==> src/pipe_ctl_regs.vh <==
// constants for the pipeline stage control block
`ifndef PIPE_CTL_REGS_VH
`define PIPE_CTL_REGS_VH
// stage counts
`define INT_STAGES      7
`define FP_STAGES       10
`define STATIC_STAGES   4
`define INT_DYN_STAGES  3
`define FP_DYN_STAGES   6
// stage indices of the integer pipe
`define STG_FETCH       0
`define STG_ORDER       1
`define STG_DECODE      2
`define STG_ISSUE       3
`define STG_COMPUTE1    4
`define STG_COMPUTE2    5
`define STG_WRITE       6
// abort type encoding
`define ABORT_NONEXC    1'b0
`define ABORT_EXC       1'b1
// reset and restart addresses
`define RESET_PC        32'h0000_0000
`define DISPATCH_ADDR   32'h0000_0100
// control states
`define ST_RUN          2'h0
`define ST_DRAIN        2'h1
`define ST_RESTART      2'h2
`endif

==> src/pipe_ctl.v <==
// pipeline stage control: static front end, dynamic back ends, aborts
//
// Contract
// - integer and memory ops use seven stages, fp operates use ten
// - integer stages: fetch, order, decode, issue, compute1, compute2, write
// - memory ops: address calc, data translate, data hit/miss with write
// - integer pipe is four static stages then three dynamic stages
// - fp pipe reuses four static stages, adds five calc plus writeback
// - static stages may hold; dynamic stages advance every cycle
// - freeze when valid issue candidates cannot all proceed
// - issue resolves all resource conflicts before release
// - after issue only an abort stops an instruction
// - abort flushes all younger instructions, including second of pair; non-exception aborts clear only the static stages
// - exception aborts drain first; non-exception aborts restart at once
// - mispredicts and instruction cache misses are non-exception aborts
// - data cache miss never aborts but may freeze
// - exception detected as late as write stage still kills younger ops
// - latch excepting address; after drain restart at dispatch address
// - drained means no pending register writes and no op can except
// - exactly one bubble after a predicted-taken branch
// - while frozen a front stage advances into a bubble ahead
// - bypass selects allow use of results before register write
// - issue control tracks per-stage state, writes and icache outcome
// - load miss stops memory and address-unit issue, hits complete
`timescale 1ns/100ps
`include "pipe_ctl_regs.vh"
module pipe_ctl
#(
  parameter TAGW = 5   // destination register number width
)
(
  input  wire            mclk,          // core clock, 125 MHz
  input  wire            rst,           // synchronous reset, active high
  input  wire            ce,            // clock enable, freezes all state
  // fetch side
  input  wire            fetch_vld,     // fetch offers an instruction pair
  input  wire [31:0]     fetch_pc,      // address of first of pair
  input  wire            fetch_dual,    // second slot also valid
  input  wire            pred_taken,    // a branch in the pair predicted taken
  input  wire            icache_miss,   // instruction cache miss at write stage
  input  wire [31:0]     icache_pc,     // address to refetch on miss
  // issue side
  input  wire            issue_ok0,     // first slot conflicts resolved
  input  wire            issue_ok1,     // second slot conflicts resolved
  input  wire            slot0_mem,     // first slot uses load port / addr unit
  input  wire            slot1_mem,     // second slot uses load port / addr unit
  input  wire            slot0_fp,      // first slot is fp operate
  input  wire            slot1_fp,      // second slot is fp operate
  input  wire [TAGW-1:0] slot0_dst,     // first slot destination register
  input  wire [TAGW-1:0] slot1_dst,     // second slot destination register
  input  wire [TAGW-1:0] src_reg,       // operand register to check for bypass
  // execution feedback
  input  wire            mispredict,    // branch or call/return mispredict
  input  wire [31:0]     mispredict_pc, // corrected target
  input  wire            exc_req,       // exception or interrupt
  input  wire [2:0]      exc_stage,     // back-end stage index 0..2 of culprit
  input  wire [31:0]     exc_pc,        // address of excepting instruction
  input  wire            dmiss,         // data cache load miss at hit/miss
  input  wire            dmiss_done,    // requested fill data returned
  // outputs
  output reg             issue0,        // first slot issues this cycle
  output reg             issue1,        // second slot issues this cycle
  output reg             freeze,        // valid candidates held at issue
  output reg  [3:0]      front_adv,     // per static stage advance
  output reg  [3:0]      front_vld,     // per static stage valid
  output reg  [2:0]      int_vld,       // integer dynamic stage valid
  output reg  [5:0]      fp_vld,        // fp dynamic stage valid
  output reg             abort,         // redirect pulse to fetch
  output reg             abort_type,    // 1 exception, 0 non-exception
  output reg  [31:0]     abort_pc,      // redirect address
  output reg  [31:0]     exception_address_reg, // latched excepting pc
  output reg             draining,      // exception drain in progress
  output reg             mem_hold,      // memory issue stopped by load miss
  output reg  [1:0]      bypass_sel     // 0 regfile,1 stage4,2 stage5,3 stage6
);

  // ***************************************************************
  // state
  // ***************************************************************
  reg [3:0]  fv_reg;           // static stage valid
  reg [3:0]  fv_next;
  reg [1:0]  st_reg;
  reg [1:0]  st_next;
  reg        bubble_reg;       // one bubble owed after taken prediction
  reg        bubble_next;
  reg        mem_hold_reg;
  reg        iss0;
  reg        iss1;
  reg        frz;
  reg [3:0]  adv;
  reg [2:0]  ikill;
  reg [5:0]  fkill;
  reg        nonexc;
  reg        excf;
  reg [31:0] redir;

  wire [2:0]        iv;
  wire [3*TAGW-1:0] itag;
  wire [5:0]        fv;

  // outstanding register writes of any stage beyond issue
  wire pend_int = |iv;
  wire pend_fp  = |fv;
  wire drained  = ~pend_int & ~pend_fp;

  // ***************************************************************
  // helper functions
  // ***************************************************************
  // mask of dynamic stages younger than the given stage index
  function [2:0] younger_mask;
    input [2:0] s;
    begin
      case (s)
        3'h0:    younger_mask = 3'h0;
        3'h1:    younger_mask = 3'h1;
        3'h2:    younger_mask = 3'h3;
        default: younger_mask = 3'h7;
      endcase
    end
  endfunction

  // does a stage tag match the operand register
  function hit;
    input            v;
    input [TAGW-1:0] t;
    input [TAGW-1:0] r;
    begin
      hit = v & (t == r);
    end
  endfunction

  // ***************************************************************
  // issue, freeze and abort decode
  // ***************************************************************
  always @*
  begin
    nonexc = mispredict | icache_miss;
    excf   = exc_req & (st_reg == `ST_RUN);
    redir  = icache_miss ? icache_pc : mispredict_pc;
    // memory class stopped during load miss; data miss never aborts
    iss0 = fv_reg[`STG_ISSUE] & issue_ok0 & (st_reg == `ST_RUN)
           & ~(slot0_mem & mem_hold_reg) & ~excf & ~nonexc;
    iss1 = iss0 & fetch_dual & issue_ok1
           & ~(slot1_mem & mem_hold_reg);
    // a flush cycle is not a freeze: the held op is being thrown away
    frz  = fv_reg[`STG_ISSUE] & (st_reg == `ST_RUN) & ~excf & ~nonexc
           & ~(iss0 & (iss1 | ~fetch_dual));
    // younger ops in dynamic stages die; culprit stage also cleared
    ikill = excf ? younger_mask(exc_stage + 3'h1) : 3'h0;
    fkill = excf ? 6'h3f : 6'h00;
    // static stage advance: free when not frozen, else into a bubble
    // a stage loads only if it is empty or its own op moves on, so a
    // held op is never overwritten by the one behind it
    adv[3] = ~frz | ~fv_reg[3];
    adv[2] = adv[3] | ~fv_reg[2];
    adv[1] = adv[2] | ~fv_reg[1];
    adv[0] = adv[1] | ~fv_reg[0];
    // front valid next state
    fv_next = fv_reg;
    if (excf | nonexc | (st_reg != `ST_RUN))
      fv_next = 4'h0;
    else
    begin
      if (adv[3])
        fv_next[3] = fv_reg[2];
      if (adv[2])
        fv_next[2] = fv_reg[1];
      if (adv[1])
        fv_next[1] = fv_reg[0];
      if (adv[0])
        fv_next[0] = fetch_vld & ~bubble_reg;
      if (frz & iss0 & ~iss1)
        fv_next[3] = 1'b1;        // second of pair held at issue
    end
  end

  // a taken prediction owes one empty fetch slot right behind it; an
  // abort clears the debt because the refetch starts a fresh stream
  always @*
  begin
    bubble_next = bubble_reg;
    if (excf | nonexc | (st_reg != `ST_RUN))
      bubble_next = 1'b0;
    else if (adv[0])
      bubble_next = pred_taken & fetch_vld & ~bubble_reg;
  end

  // ***************************************************************
  // abort sequencing
  // ***************************************************************
  always @*
  begin
    st_next = st_reg;
    case (st_reg)
      `ST_RUN:
        if (excf)
          st_next = `ST_DRAIN;
      `ST_DRAIN:
        if (drained)
          st_next = `ST_RESTART;
      `ST_RESTART:
        st_next = `ST_RUN;
      default:
        st_next = `ST_RUN;
    endcase
  end

  // ***************************************************************
  // dynamic back ends
  // ***************************************************************
  // integer / memory back end: compute1, compute2, write
  dyn_shift #(.DEPTH(`INT_DYN_STAGES), .WIDTH(TAGW)) u_int
  (
    .mclk   (mclk),
    .rst    (rst),
    .ce     (ce),
    .in_vld ((iss0 & ~slot0_fp) | (iss1 & ~slot1_fp)),
    .in_tag ((iss0 & ~slot0_fp) ? slot0_dst : slot1_dst),
    .kill   (ikill),
    .vld    (iv),
    .tag    (itag)
  );

  // fp back end: five calc stages then fp writeback
  dyn_shift #(.DEPTH(`FP_DYN_STAGES), .WIDTH(TAGW)) u_fp
  (
    .mclk   (mclk),
    .rst    (rst),
    .ce     (ce),
    .in_vld ((iss0 & slot0_fp) | (iss1 & slot1_fp)),
    .in_tag ((iss0 & slot0_fp) ? slot0_dst : slot1_dst),
    .kill   (fkill),
    .vld    (fv),
    .tag    ()
  );

  // ***************************************************************
  // registered control and outputs
  // ***************************************************************
  // one flop group keeps every output straight from a flip-flop
  always @(posedge mclk)
  begin
    if (rst)
    begin
      fv_reg                <= 4'h0;
      st_reg                <= `ST_RUN;
      bubble_reg            <= 1'b0;
      mem_hold_reg          <= 1'b0;
      issue0                <= 1'b0;
      issue1                <= 1'b0;
      freeze                <= 1'b0;
      front_adv             <= 4'h0;
      front_vld             <= 4'h0;
      int_vld               <= 3'h0;
      fp_vld                <= 6'h00;
      abort                 <= 1'b0;
      abort_type            <= `ABORT_NONEXC;
      abort_pc              <= `RESET_PC;
      exception_address_reg <= `RESET_PC;
      draining              <= 1'b0;
      mem_hold              <= 1'b0;
      bypass_sel            <= 2'h0;
    end
    else if (ce)
    begin
      fv_reg <= fv_next;
      st_reg <= st_next;
      bubble_reg <= bubble_next;
      // set wins over release so a new miss is never lost
      if (dmiss)
        mem_hold_reg <= 1'b1;
      else if (dmiss_done)
        mem_hold_reg <= 1'b0;
      if (excf)
      begin
        exception_address_reg <= exc_pc;
      end
      issue0    <= iss0;
      issue1    <= iss1;
      freeze    <= frz;
      front_adv <= adv;
      front_vld <= fv_next;
      int_vld   <= iv;
      fp_vld    <= fv;
      draining  <= (st_next == `ST_DRAIN);
      // output takes the flag's next value so it drops with the release
      mem_hold  <= dmiss | (mem_hold_reg & ~dmiss_done);
      // abort pulse: immediate for non-exception, after drain for exception
      abort      <= (nonexc & (st_reg == `ST_RUN)) | (st_reg == `ST_RESTART);
      abort_type <= (st_reg == `ST_RESTART) ? `ABORT_EXC : `ABORT_NONEXC;
      abort_pc   <= (st_reg == `ST_RESTART) ? `DISPATCH_ADDR : redir;
      // nearest producer wins so the newest value is forwarded
      if (hit(iv[0], itag[0 +: TAGW], src_reg))
        bypass_sel <= 2'h1;
      else if (hit(iv[1], itag[TAGW +: TAGW], src_reg))
        bypass_sel <= 2'h2;
      else if (hit(iv[2], itag[2*TAGW +: TAGW], src_reg))
        bypass_sel <= 2'h3;
      else
        bypass_sel <= 2'h0;
    end
  end

endmodule

==> src/dyn_shift.v <==
// dynamic stage chain that advances every cycle
`timescale 1ns/100ps
module dyn_shift
#(
  parameter DEPTH = 3,
  parameter WIDTH = 8
)
(
  input  wire             mclk,     // core clock
  input  wire             rst,      // synchronous reset
  input  wire             ce,       // clock enable
  input  wire             in_vld,   // entry valid from issue
  input  wire [WIDTH-1:0] in_tag,   // entry tag (dest register etc)
  input  wire [DEPTH-1:0] kill,     // per-stage abort squash
  output wire [DEPTH-1:0] vld,      // per-stage valid
  output wire [DEPTH*WIDTH-1:0] tag // per-stage tag, stage 0 low
);

  reg [DEPTH-1:0]       vld_reg;
  reg [DEPTH*WIDTH-1:0] tag_reg;
  genvar g;

  assign vld = vld_reg;
  assign tag = tag_reg;

  // each stage takes the one behind it; no hold term exists here
  // the head is split off so no stage ever selects a stage below zero
  generate
    for (g = 0; g < DEPTH; g = g + 1)
    begin : stg
      if (g == 0)
      begin : head
        always @(posedge mclk)
        begin
          if (rst)
          begin
            vld_reg[g]                <= 1'b0;
            tag_reg[g*WIDTH +: WIDTH] <= {WIDTH{1'b0}};
          end
          else if (ce)
          begin
            vld_reg[g]                <= in_vld & ~kill[g];
            tag_reg[g*WIDTH +: WIDTH] <= in_tag;
          end
        end
      end
      else
      begin : body
        always @(posedge mclk)
        begin
          if (rst)
          begin
            vld_reg[g]                <= 1'b0;
            tag_reg[g*WIDTH +: WIDTH] <= {WIDTH{1'b0}};
          end
          else if (ce)
          begin
            vld_reg[g]                <= vld_reg[g-1] & ~kill[g];
            tag_reg[g*WIDTH +: WIDTH] <= tag_reg[(g-1)*WIDTH +: WIDTH];
          end
        end
      end
    end
  endgenerate

endmodule

==> config.mk <==
export PLATFORM = sky130hd
export DESIGN_NAME = pipe_ctl
export DESIGN_NICKNAME = d
export VERILOG_FILES = /design/src/pipe_ctl.v /design/src/dyn_shift.v
export VERILOG_INCLUDE_DIRS = /design/src
export SDC_FILE = /design/constraint.sdc
export NUM_CORES = 1
export LEC_CHECK = 0
export CAP_MARGIN = 25
export CORE_AREA = 3 3 148 150
export DETAILED_ROUTE_END_ITERATION = 6
export DIE_AREA = 0 0 151 153
export DONT_BUFFER_PORTS = 1
export HOLD_SLACK_MARGIN = 0.03
export PLACE_DENSITY_LB_ADDON = 0.2
export SYNTH_ARGS = -nofsm -noshare
export SYNTH_HDL_FRONTEND = slang
export SYNTH_HIERARCHICAL = 1
export SYNTH_SLANG_ARGS = --single-unit
==> constraint.sdc <==
create_clock -name mclk -period 5.6 [get_ports mclk]
set_input_delay 0.56 -clock mclk [delete_from_list [all_inputs] [get_ports mclk]]
set_output_delay 0.56 -clock mclk [all_outputs]
set_load 0.01 [all_outputs]
After elaboration in Yosys (flattened, before gate mapping)
Cells that the tools add are included.

Bits in registers: 118. Bits in latches: 0. Memory bits (writable): 0. ROM bits: 0. Input port bits: 163. Output and inout port bits: 90. Word-level logic and storage cells: 159. Memories kept: 0.

Add/subtract/negate cells: 1. $mul: 0. Div/mod/pow operators: 0. $lt $le $gt $ge: 0. Equality and inequality tests: 8. Shift operators: 0. Muxes and demuxes: 23. Bitwise logic cells: 79. Reduce and logical (&&, ||, !) cells: 16.

Operators by type and width (number): $mux W32 (2); $and A1 B1 Y1 (40); $not A1 Y1 (27); $eq A5 B5 Y1 (3); $or A1 B1 Y1 (12); $reduce_and A2 Y1 (6); $mux W1 (10); $mux W2 (5); $reduce_bool A2 Y1 (5); $pmux W3 S3 (1); $mux W6 (1); $reduce_or A6 Y1 (1); $mux W5 (1); $eq A2 B1 Y1 const B (2); $mux W4 (1); $pmux W2 S2 (1); $add A3 B1 Y3 const B (1); $eq A3 B1 Y1 const B (1); $eq A3 B2 Y1 const B (1); $logic_not A3 Y1 (1); $mux W3 (1); $reduce_bool A3 Y1 (1); $reduce_or A3 Y1 (1); $eq A2 B2 Y1 const B (1); $logic_not A2 Y1 (1).

Depth between registers and ports, before layout
Gate-level depths: netlist of run 1.

Word-level depth: 19. Depth in mapped cells: 10. Gate-level depth less buffers: 7.

Hierarchy
Netlist of run 1, hierarchy kept.

By module, submodules not included: pipe_ctl (times used 1, cells an instance 468, area each 4140.2 µm², seq. area each 1881.8 µm²); dyn_shift at u_fp (times used 1, cells an instance 123, area each 1337.5 µm², seq. area each 720.7 µm²); dyn_shift at u_int (times used 1, cells an instance 61, area each 658.1 µm², seq. area each 360.3 µm²).

Worst setup path after synthesis of run 1
Ideal clock, no wire load.

Path type: input to register. Start point: input port icache_miss. End point: register u_int.tag_reg[0], in the netlist u_int/tag[0]. Library setup time: 0.117 ns. Data arrival time: 2.004 ns. Data required time: 5.483 ns. Setup slack: 3.478 ns. Cell stages on the path: 10. Path buffers: 3. Cells stage by stage: buf_2 -> nor3_2 -> and2_1 -> buf_4 -> and3_4 -> nor2b_4 -> buf_6 -> mux2_4 -> mux2i_1 -> nor2_1.

Longest elaborated chain between the ends: 5.

RTL lines: start, declared (RTL line pipe_ctl.v:40) `input wire icache_miss,`; $or A1 B1 Y1 (RTL line pipe_ctl.v:137) `nonexc = mispredict | icache_miss;`; $not A1 Y1 (RTL line pipe_ctl.v:142) `& ~(slot0_mem & mem_hold_reg) & ~excf & ~nonexc;`; $and A1 B1 Y1 (RTL line pipe_ctl.v:141) `` iss0 = fv_reg[`STG_ISSUE] & issue_ok0 & (st_reg == `ST_RUN) ``; $and A1 B1 Y1 (RTL line pipe_ctl.v:218) `.in_tag ((iss0 & ~slot0_fp) ? slot0_dst : slot1_dst),`; $mux W5 (RTL line pipe_ctl.v:218); end signal, assigned by index (RTL line dyn_shift.v:38) `tag_reg[g*WIDTH +: WIDTH] <= {WIDTH{1'b0}};`; end signal, assigned by index (RTL line dyn_shift.v:43) `tag_reg[g*WIDTH +: WIDTH] <= in_tag;`; end, declared (RTL line dyn_shift.v:20) `reg [DEPTH*WIDTH-1:0] tag_reg;`.

No other way between the ends. A chain may end at the register's enable or synchronous reset.

Worst setup path after layout of run 1
Start point: register st_reg[1]. End point: register u_int.tag_reg[1], in the netlist u_int/tag[1].

Longest elaborated chain between the ends: 7. Elaborated cells on any way between the ends: 9. Classes of those cells: mux (1); bitwise (7); reduce/logical (1).

RTL lines: start, declared (RTL line pipe_ctl.v:82) `reg [1:0] st_reg;`; start signal, assigned (RTL line pipe_ctl.v:246) `` st_reg <= `ST_RUN; ``; start signal, assigned (RTL line pipe_ctl.v:267) `st_reg <= st_next;`; $logic_not A2 Y1 (*); $and A1 B1 Y1, on equally long branches (RTL line pipe_ctl.v:141, pipe_ctl.v:138); $and A1 B1 Y1 or $not A1 Y1 (tied branches) (RTL line pipe_ctl.v:141, pipe_ctl.v:142); $and A1 B1 Y1 (*) (2 in a row) (RTL line pipe_ctl.v:141); $and A1 B1 Y1 (*) (RTL line pipe_ctl.v:218); $mux W5 (*) (RTL line pipe_ctl.v:218).

Every way passes the cells marked *; elsewhere a longest branch is shown, timed or not.

==> run summary, run 1 <==
In the final design database the tool counted 695 nets. The final critical path takes up 41.1% of the cycle. Internal power comes to 1.67 mW.

The final-report setup violation count came out at 0. The number of buffers created by CTS is 17. The worst setup path category is reg -> reg. The transition time at the pin with the least slew margin is 0.798 ns. The power share of the sequential group is 42.7%. The buffer cell driving the clock tree root is sky130_fd_sc_hd__clkbuf_16. The placed cell count came out at 787. In this run, the number of DRC markers left after iteration 0 of detailed routing was 141.

The timing-limited maximum frequency came out at 0.435 GHz. Summed over all cells, the static leakage comes to 2.16 nW. Setup repair after global routing left no endpoint under its margin. Entering global routing, the biggest net connects 120 pins.

The post-synthesis cell count came out at 552. The initial antenna violation count is 0. The post-cts resize count came out at 0. The clock skew came out at 0.00835 ns.

The number of placed I/O pins is 253. The post-placement worst setup slack came out at 2.98 ns. The number of buffers added to fix hold violations after cts is 0. The first global-routing pass estimated 20500 µm of wire. TritonCTS built the clock tree. The net load switching power came out at 480 µW. The wire length reported by the detailed router came out at 13500 µm. The first-pass detailed-route iteration total came out at 4. The later pin in the worst-skew pair is clocked with a latency of 0.41 ns. Row generation in the floorplan step produced 53 rows. The final hold violation count was 0. The area inside the core boundary is 0.0208 mm². The clock period minus worst slack is 2.30 ns. Across every metal layer, demand over resource in global routing totals 11.5%. Leaving out filler cells and counting taps, the final layout contains 819. The start point of the worst hold path is rst.

Counting every net in the synthesized netlist gives 715. The height of the die came out at 153 µm. VDD sags by at most 0.168 mV. The endpoint arrival time on the critical path is 2.60 ns. The worst setup path is launched from a flop. The global placer's final weighted congestion is 0.702. Max-cap violations in this run came to 0.

In this run the horizontal extent of the chip is 151 µm. The power share of the clock group came out at 51.7%. The cell area that synthesis handed to floorplanning was 0.00502 mm². For this run the aggregate overflow at the end of global routing stands at 0. The largest buffer count on any clock path came out at 2.

The part of the power in combinational logic is 5.6%. Buffers placed on the I/O ports in this run total 0. The worst slew margin relative to its limit came out at 46.7%. The final critical-path setup slack is 3.30 ns. The number of global-route vias before repair is 3703. The total number of yosys warnings is 6. The antenna cell count is 0.

The area growth from synthesis to layout is 15.0%. Summed over all failing endpoints, the final setup total negative slack is 0 ns. After filler insertion, the fill cell instance count of the layout stands at 2190. The critical path endpoint category is a flop.

The initial standard-cell utilization of the core came out at 24.1%. The number of design rule violations left after detail routing is 0. The proportion of layout cells with a drive suffix above 1 is 14.0%.

The H-tree was split into 4 levels. The routed wire length per instance is 16.5 µm. The clock net in this run drives a total of 118 sinks. The placed wire-length estimate came out at 9290 µm. The number of pins with negative max-slew slack in the final report is 0. The antenna violation net count after detailed routing is 0. The via count came out at 3762.

The switching part of the total is 22.3%. The post-CTS setup repair buffer count is 0. The launch point of the worst reg-to-reg path is st_reg[1]. The die footprint is 0.0231 mm². The class of the most critical hold timing path is in -> reg. The required time of the critical path is 5.90 ns. Power spread over the standard cell area amounts to 372 mW/mm². The synthesized area divided by synthesized cell count is 9.10 µm². The most critical setup path has its startpoint at st_reg[1]. The clock-pin slew of the registers on the worst-case setup and hold paths is 0.06 ns.

The run finished with clean final reports. The maximum fanout encountered on the critical timing path is 9. Final hold analysis gives a worst-case slack of 0.216 ns. In the routed layout, each cell is associated on average with a via count of 4.59.
-- worst paths after layout --
path | depth (start not counted) | slack, ns | end
setup / recovery | 7 | 3.30 | u_int/tag[1]
setup reg to reg | 7 | 3.30 | u_int/tag[1]
hold / removal | 1 | 0.22 | u_int/vld[1]
hold reg to reg | 2 | 0.48 | bubble_reg
-- through the flow --
step / utilization, % / area (µm²) / power (mW)
2_1_floorplan: - / 5020 / 1.06
3_3_place_gp: 24.7 / 5150 / 1.05
3_5_place_dp: 24.8 / 5160 / 1.06
4_1_cts: 27.7 / 5770 / 2.20
5_1_grt: 27.8 / 5780 / 2.26
6_report: 27.8 / 5780 / 2.15
-- layout make-up --
cell class	instances	area (µm²)	share of cell area [%]
clock inverters	8	123	2.12
flip-flops and latches	118	2360	40.9
well taps	275	344	5.95
multi-input cells	385	2410	41.7
inverters	7	26.3	0.455
clock buffers	23	478	8.27
repair buffers	3	37.5	0.649
-- power groups by stage --
stage | registers [mW] | clock network (mW) | logic [mW]
after CTS | 0.920 | 1.16 | 0.122
after detailed placement | 0.938 | 0 | 0.121
after floorplan | 0.927 | 0 | 0.128
final | 0.919 | 1.11 | 0.121
after global placement | 0.937 | 0 | 0.116
after global routing | 0.923 | 1.20 | 0.137
-- worst max-delay path: stages, from the launching register on --
cell and delay, ns:
sky130_fd_sc_hd__dfxtp_1 0.37, sky130_fd_sc_hd__nor3_2 0.32, sky130_fd_sc_hd__and2_1 0.40, sky130_fd_sc_hd__and3_4 0.27, sky130_fd_sc_hd__nor2b_4 0.31, sky130_fd_sc_hd__mux2_4 0.33, sky130_fd_sc_hd__mux2i_1 0.13, sky130_fd_sc_hd__nor2_1 0.05
-- per-layer routing --
metal	vias up	track usage (%)	routed length [µm]
met3	10	4.95	1150
met2	126	19.0	6650
met4	0	3.50	137
li1	1857	-	-
met5	-	0	0
met1	1769	13.4	5590
-- cell usage in the layout, fill, tap and decap left out, types with 3 or more instances in the layout --
master                       count
sky130_fd_sc_hd__o21ai_0         4
sky130_fd_sc_hd__clkbuf_8        3
sky130_fd_sc_hd__clkbuf_1        3
sky130_fd_sc_hd__nand2_1        71
sky130_fd_sc_hd__nand2b_1       10
sky130_fd_sc_hd__xnor2_1         3
sky130_fd_sc_hd__mux2_4          5
sky130_fd_sc_hd__nor4_1          4
sky130_fd_sc_hd__a311oi_1        3
sky130_fd_sc_hd__nor3_1          5
sky130_fd_sc_hd__mux2i_1        28
sky130_fd_sc_hd__bufinv_16       3
sky130_fd_sc_hd__dfxtp_1       118
sky130_fd_sc_hd__nand3b_1       10
sky130_fd_sc_hd__inv_1           6
sky130_fd_sc_hd__nor2_1         76
sky130_fd_sc_hd__clkbuf_16      17
sky130_fd_sc_hd__and3_1          4
sky130_fd_sc_hd__nand3_1         7
sky130_fd_sc_hd__clkinvlp_4      3
sky130_fd_sc_hd__xor2_1         12
sky130_fd_sc_hd__a211oi_1        6
sky130_fd_sc_hd__a21oi_1        53
sky130_fd_sc_hd__a22oi_1        32
sky130_fd_sc_hd__mux2_2         31
(Power assumes the default switching activity.)
==> run 2: changes to the inputs <==
ABC_AREA = 1   (was default)
CORE_AREA = 3 3 149 151   (was 3 3 148 150)
DIE_AREA = 0 0 152 154   (was 0 0 151 153)
clock period = 2.07 ns   (was 5.6 ns; I/O delays follow)
==> run summary, run 2 <==
OpenSTA, run right after detailed placement, puts the worst setup slack at 0.519 ns. The initial utilization of the core area, before any placement, comes to 24.6%. The routed wire length per instance is 14.9 µm. The tightest hold margin came out at 0.0471 ns. The critical path is of the in -> reg type.

The initial antenna violation count is 0. The placement-stage cell area is 0.00534 mm². The first-pass detailed-route iteration total is 4. The first global-routing pass estimated 25800 µm of wire. Dividing total power by cell area gives a power density of 929 mW/mm². Setup violations remaining at the end of the flow were counted as 0. The number of buffers inserted by port buffering is 0. In this run the tightest slew margin relative to its limit is 50.3%.

The largest buffer count on any clock path is 2. The critical path goes through dlygate4sd3_1, nand2_1, dlygate4sd3_1, nand2_1, nand2_1, a21oi_1. Data on the critical path is required at its endpoint by 2.41 ns. The die width came out at 152 µm. The most numerous cell type found on the critical path is sky130_fd_sc_hd__nand2_1. The area inside the core boundary came out at 0.0210 mm². The average vias per placed instance came out at 4.45.

The endpoint arrival time on the critical path is 2.21 ns. The number of design rule violations left after detail routing came out at 0. The post-synthesis cell count came out at 747. Across all setup checks in the final design, the least slack found is 0.204 ns. The clock skew is 0.00598 ns. The overall global routing resource usage came out at 13.8%. The number of filler instances in the final layout came out at 2256. The latest clock arrival within the worst-skew pair came out at 0.41 ns. The antenna violation net count after detailed routing is 0. The number of pins with negative max-slew slack in the final report is 0. The violation count after the first detailed-routing iteration came out at 288. The library cell used most frequently in the layout, excluding fill and tap cells, is sky130_fd_sc_hd__nand2_1.

The transition time at the pin with the least slew margin came out at 0.743 ns. The flow ran to the end, and the final reports show no timing, DRC or antenna violations. The top cell types in the final layout, fill and taps aside, are sky130_fd_sc_hd__nand2_1 (205), sky130_fd_sc_hd__nor2_1 (127), sky130_fd_sc_hd__dfxtp_1 (118). The number of cell rows came out at 53. Summing all non-filler instances in the final layout gives an area of 0.00677 mm².

The tree is rooted in a sky130_fd_sc_hd__clkbuf_16. TritonCTS built the clock tree. The critical path depth is 6.

Summed over all layers, the routed wires come to 16400 µm. The worst setup path is launched from a primary input. The critical path contains buffers and inverters numbering 2 combined. Setup repair after global routing left no endpoint under its margin. The proportion of layout cells with a drive suffix above 1 came out at 8.75%. The number of placed I/O pins came out at 253.

The end-of-flow core utilization is 32.3%. The number of buffers created by CTS is 17. The number of global-route vias before repair came to 4728.

Clock-pin slew was measured on the worst setup and hold paths at 0.06 ns. The H-tree depth came out at 4. The overflow left after global routing came out at 0.

The area growth from synthesis to layout is 31.1%. The largest net degree at the start of global routing is 54. The logic depth of the worst register-to-register path came out at 7. Among all stages on the critical path, the largest delay is contributed by sky130_fd_sc_hd__dlygate4sd3_1. At the end of routability-driven placement, the weighted congestion stood at 0.746. The total nets after synthesis is 910.

The synthesized area divided by synthesized cell count is 6.91 µm². The placed cell count came out at 989. The post-cts resize count came out at 0. The worst supply voltage drop on vdd came out at 0.457 mV. The total negative setup slack is 0 ns. In this design, the largest share of critical-path delay is due to buffers and inverters.

The mapped netlist covers 0.00516 mm². The final hold violation count is 0. The largest stage delay on the critical path is 1.02 ns. Across the run, the number of max-cap violations was 0. For this design, the sink count on the clock tree is 118.

The leakage component of the power came out at 2.95 nW. The tightest min-delay check is of the in -> reg type. The placed wire-length estimate is 10600 µm. The clock period minus worst slack is 1.87 ns. The die footprint came out at 0.0234 mm². In this run the worst path has a maximum fanout of 19. The ratio of final minimum period to clock period came out at 90.2%. The count of placed standard cells in the final layout, fillers left out is 1098. Along the worst hold path, the cell count comes to 4. The post-CTS setup repair buffer count came out at 0. The antenna cell count is 0. The total power consumption of the routed design came out at 6.28 mW. The timing-limited maximum frequency came out at 0.536 GHz. The count of nets after finishing is 974. The flop-to-flop setup slack is 0.31 ns. The via count is 4883. The height of the die came out at 154 µm. The worst setup path is captured at a flop. The total number of yosys warnings came out at 6.
## run 2: report_power, final
part           total, mW  switching (mW)  internal [mW]
registers           2.59           0.170           2.42
clock network       3.08            1.04           2.04
logic              0.618           0.343          0.275
## run 2: final timing paths
path                                endpoint   startpoint
worst min-delay path            abort_pc[30]  icache_miss
worst max-delay path             abort_pc[3]  icache_miss
worst min register to register   abort_pc[5]  abort_pc[5]
worst max register to register        issue1    fv_reg[3]
## run 2: per-layer routing
layer	global-route usage (%)	wire length, µm	vias up
met5	0	0	-
met4	4.79	209	0
met3	4.67	1090	17
met2	21.7	7700	153
met1	17.7	7350	2225
li1	-	-	2488
## run 2: what timing repair did
item,4_1_cts,5_1_grt
hold endpoints to repair,116,0
hold buffers,78,0
setup endpoints to repair,0,0
## run 2: worst reg2reg max path, cell delays in order, from the launching register on
cell	delay, ns
sky130_fd_sc_hd__dfxtp_1	0.46
sky130_fd_sc_hd__nand3_2	0.13
sky130_fd_sc_hd__nor2_4	0.14
sky130_fd_sc_hd__nand2_2	0.09
sky130_fd_sc_hd__inv_1	0.08
sky130_fd_sc_hd__nand4_1	0.11
sky130_fd_sc_hd__dlygate4sd3_1	0.58
sky130_fd_sc_hd__a21oi_1	0.11
## run 2: cell type report
| cell class | instances | area, µm² | share of cell area [%] |
|---|---|---|---|
| timing repair buffer | 86 | 868 | 12.8 |
| clock buffer | 22 | 494 | 7.30 |
| clock inverter | 9 | 123 | 1.81 |
| sequential | 118 | 2360 | 34.9 |
| inverter | 53 | 214 | 3.16 |
| multi-input combinational | 535 | 2360 | 34.9 |
| tap | 275 | 344 | 5.08 |
==> run 3: changes to the inputs <==
--- a/constraint.sdc
+++ b/constraint.sdc
@@ -3,2 +3,2 @@
 set_output_delay 0.207 -clock mclk [all_outputs]
-set_load 0.01 [all_outputs]
+set_load 0.005 [all_outputs]
==> run summary, run 3 (synthesis results as in run 2) <==
The largest buffer count on any clock path is 2. The number of filler instances in the final layout came out at 2276. The die width is 152 µm. The timing-limited maximum frequency came out at 0.569 GHz. The worst pin sits at a relative slew slack of 38.7%. The required time of the critical path came out at 2.36 ns. The proportion of layout cells with a drive suffix above 1 came out at 8.28%. The worst setup path category is reg -> reg. The final-report setup violation count came out at 0. The area growth from synthesis to final layout is 32.9%. The global placer's final weighted congestion came out at 0.743. Buffers inserted during clock tree synthesis total 17. Leaving out fill and tap cells, the most frequent cell in the layout is sky130_fd_sc_hd__nand2_1. The count of nets after finishing is 983. The first-pass detailed-route iteration total came out at 4. The cell that appears most often on the critical path is sky130_fd_sc_hd__nand2_1. The overflow left after global routing came out at 0. Among cell families on the critical path, the largest total delay comes from buffers and inverters.

The number of pins with negative max-slew slack in the final report came out at 0. The number of buffers inserted by port buffering came out at 0. The initial antenna violation count is 0.

The buffer cell driving the clock tree root is sky130_fd_sc_hd__clkbuf_16. The number of buffers and inverters on the critical path is 4. The worst supply voltage drop on vdd came out at 0.424 mV.

The die footprint came out at 0.0234 mm². The tree built by TritonCTS fans out to 118 sinks. STA classifies the critical path endpoint as a flop. The height of the die came out at 154 µm.

The clock skew is 0.0102 ns. The CTS tree is done. The clock tree synthesis step divided the H-tree into 4 levels.

The via count came out at 4901. The overall global routing resource usage is 13.9%. Setup repair after global routing left no endpoint under its margin. The antenna cell count came out at 0.

Summed over all cells, the static leakage comes to 2.99 nW. The worst setup path is launched from a flop. The placement-stage cell area is 0.00534 mm². The violation count after the first detailed-routing iteration came out at 277. Before CTS, the worst setup slack after placement is 0.538 ns. For this run, design rule violations remaining after detail routing come to 0. The number of placed I/O pins came out at 253. The initial standard-cell utilization of the core is 24.6%. The number of global-route vias before repair was 4759. The final critical-path setup slack came out at 0.314 ns. The total negative setup slack is 0 ns.

For this block, the routed nets add up to 16400 µm of wire. In the layout the commonest cells are sky130_fd_sc_hd__nand2_1 (205), sky130_fd_sc_hd__nor2_1 (127), sky130_fd_sc_hd__dfxtp_1 (118). The antenna violation net count after detailed routing came out at 0.

The number of maximum-capacitance violations came out at 0. In this run the core area contains 53 standard-cell rows. The routed wire length per instance is 14.8 µm. The average vias per placed instance is 4.42. The post-CTS setup repair buffer count is 0. The routed design could run at a clock period as short as 1.76 ns.

The class of the most critical hold timing path is in -> reg. The latest clock arrival within the worst-skew pair came out at 0.41 ns. The critical path goes through inv_1, nand2_1, nand2_1, clkinv_1, buf_4, a31oi_1, dlygate4sd3_1.

The cell area power density is 919 mW/mm². The ratio of final minimum period to clock period came out at 84.8%. Detailed placement ended at an HPWL of 10700 µm. The transition time at the pin with the least slew margin is 0.920 ns. The cell with the largest stage delay on the worst path is sky130_fd_sc_hd__dlygate4sd3_1.

The largest net degree at the start of global routing is 54. The wire length of the first global-routing pass came out at 26200 µm. The final hold violation count was 0.

The final standard cell area without fillers is 0.00686 mm². The largest stage delay on the critical path is 0.56 ns. The maximum fanout encountered on the critical timing path is 34. The total power consumption of the routed design is 6.30 mW.

The run finished with clean final reports. Clock-pin slew was measured on the worst setup and hold paths at 0.05 ns. The endpoint arrival time on the critical path came out at 2.05 ns. The area inside the core boundary is 0.0210 mm².
## run 3: power breakdown
| group | internal [mW] | switching [mW] |
|---|---|---|
| Combinational | 0.289 | 0.345 |
| Sequential | 2.42 | 0.130 |
| Clock | 2.07 | 1.05 |
## run 3: per-stage QoR
stage	utilization, %	instances	hold slack, ns
finish	32.7	1108	0.0518
global placement	25.5	989	0.284
global route	32.7	1108	0.0380
floorplan	-	747	0.342
detailed placement	25.5	989	0.285
CTS	32.7	1108	0.0305
## run 3: final timing paths
path,from,end,slack [ns],depth (start not counted)
setup / recovery,st_reg[0],abort_pc[8],0.31,7
hold / removal,icache_miss,abort_pc[22],0.05,4
hold reg to reg,abort_pc[2],abort_pc[2],0.48,2
setup reg to reg,st_reg[0],abort_pc[8],0.31,7
## run 3: cell type report
| cell class | instances | area, µm² | area share [%] |
|---|---|---|---|
| tap | 275 | 344 | 5.02 |
| sequential | 118 | 2360 | 34.4 |
| timing repair buffer | 95 | 961 | 14.0 |
| clock buffer | 23 | 468 | 6.82 |
| inverter | 53 | 214 | 3.12 |
| multi-input combinational | 535 | 2360 | 34.4 |
| clock inverter | 9 | 149 | 2.17 |
## run 3: tightest hold or removal path, delay by kind of cell
kind	cells	cell delay (ns)
and+or+nand+nor	3	0.15
AOI/OAI and AO/OA	1	0.05
## run 3: repair_timing
action                                  4_1_cts  5_1_grt
hold endpoints to repair                    116        0
hold buffers                                 87        0
resized for setup                             0        1
endpoints found under the setup margin        0       12
## run 3: routing by layer
metal / part of all wire (%) / wire [µm] / track usage, % / vias up
met5: 0 / 0 / 0 / -
met4: 1.3 / 212 / 4.79 / 0
met3: 7.9 / 1290 / 5.29 / 12
met2: 48 / 7890 / 22.3 / 145
met1: 43 / 7020 / 17.3 / 2235
li1: - / - / - / 2509
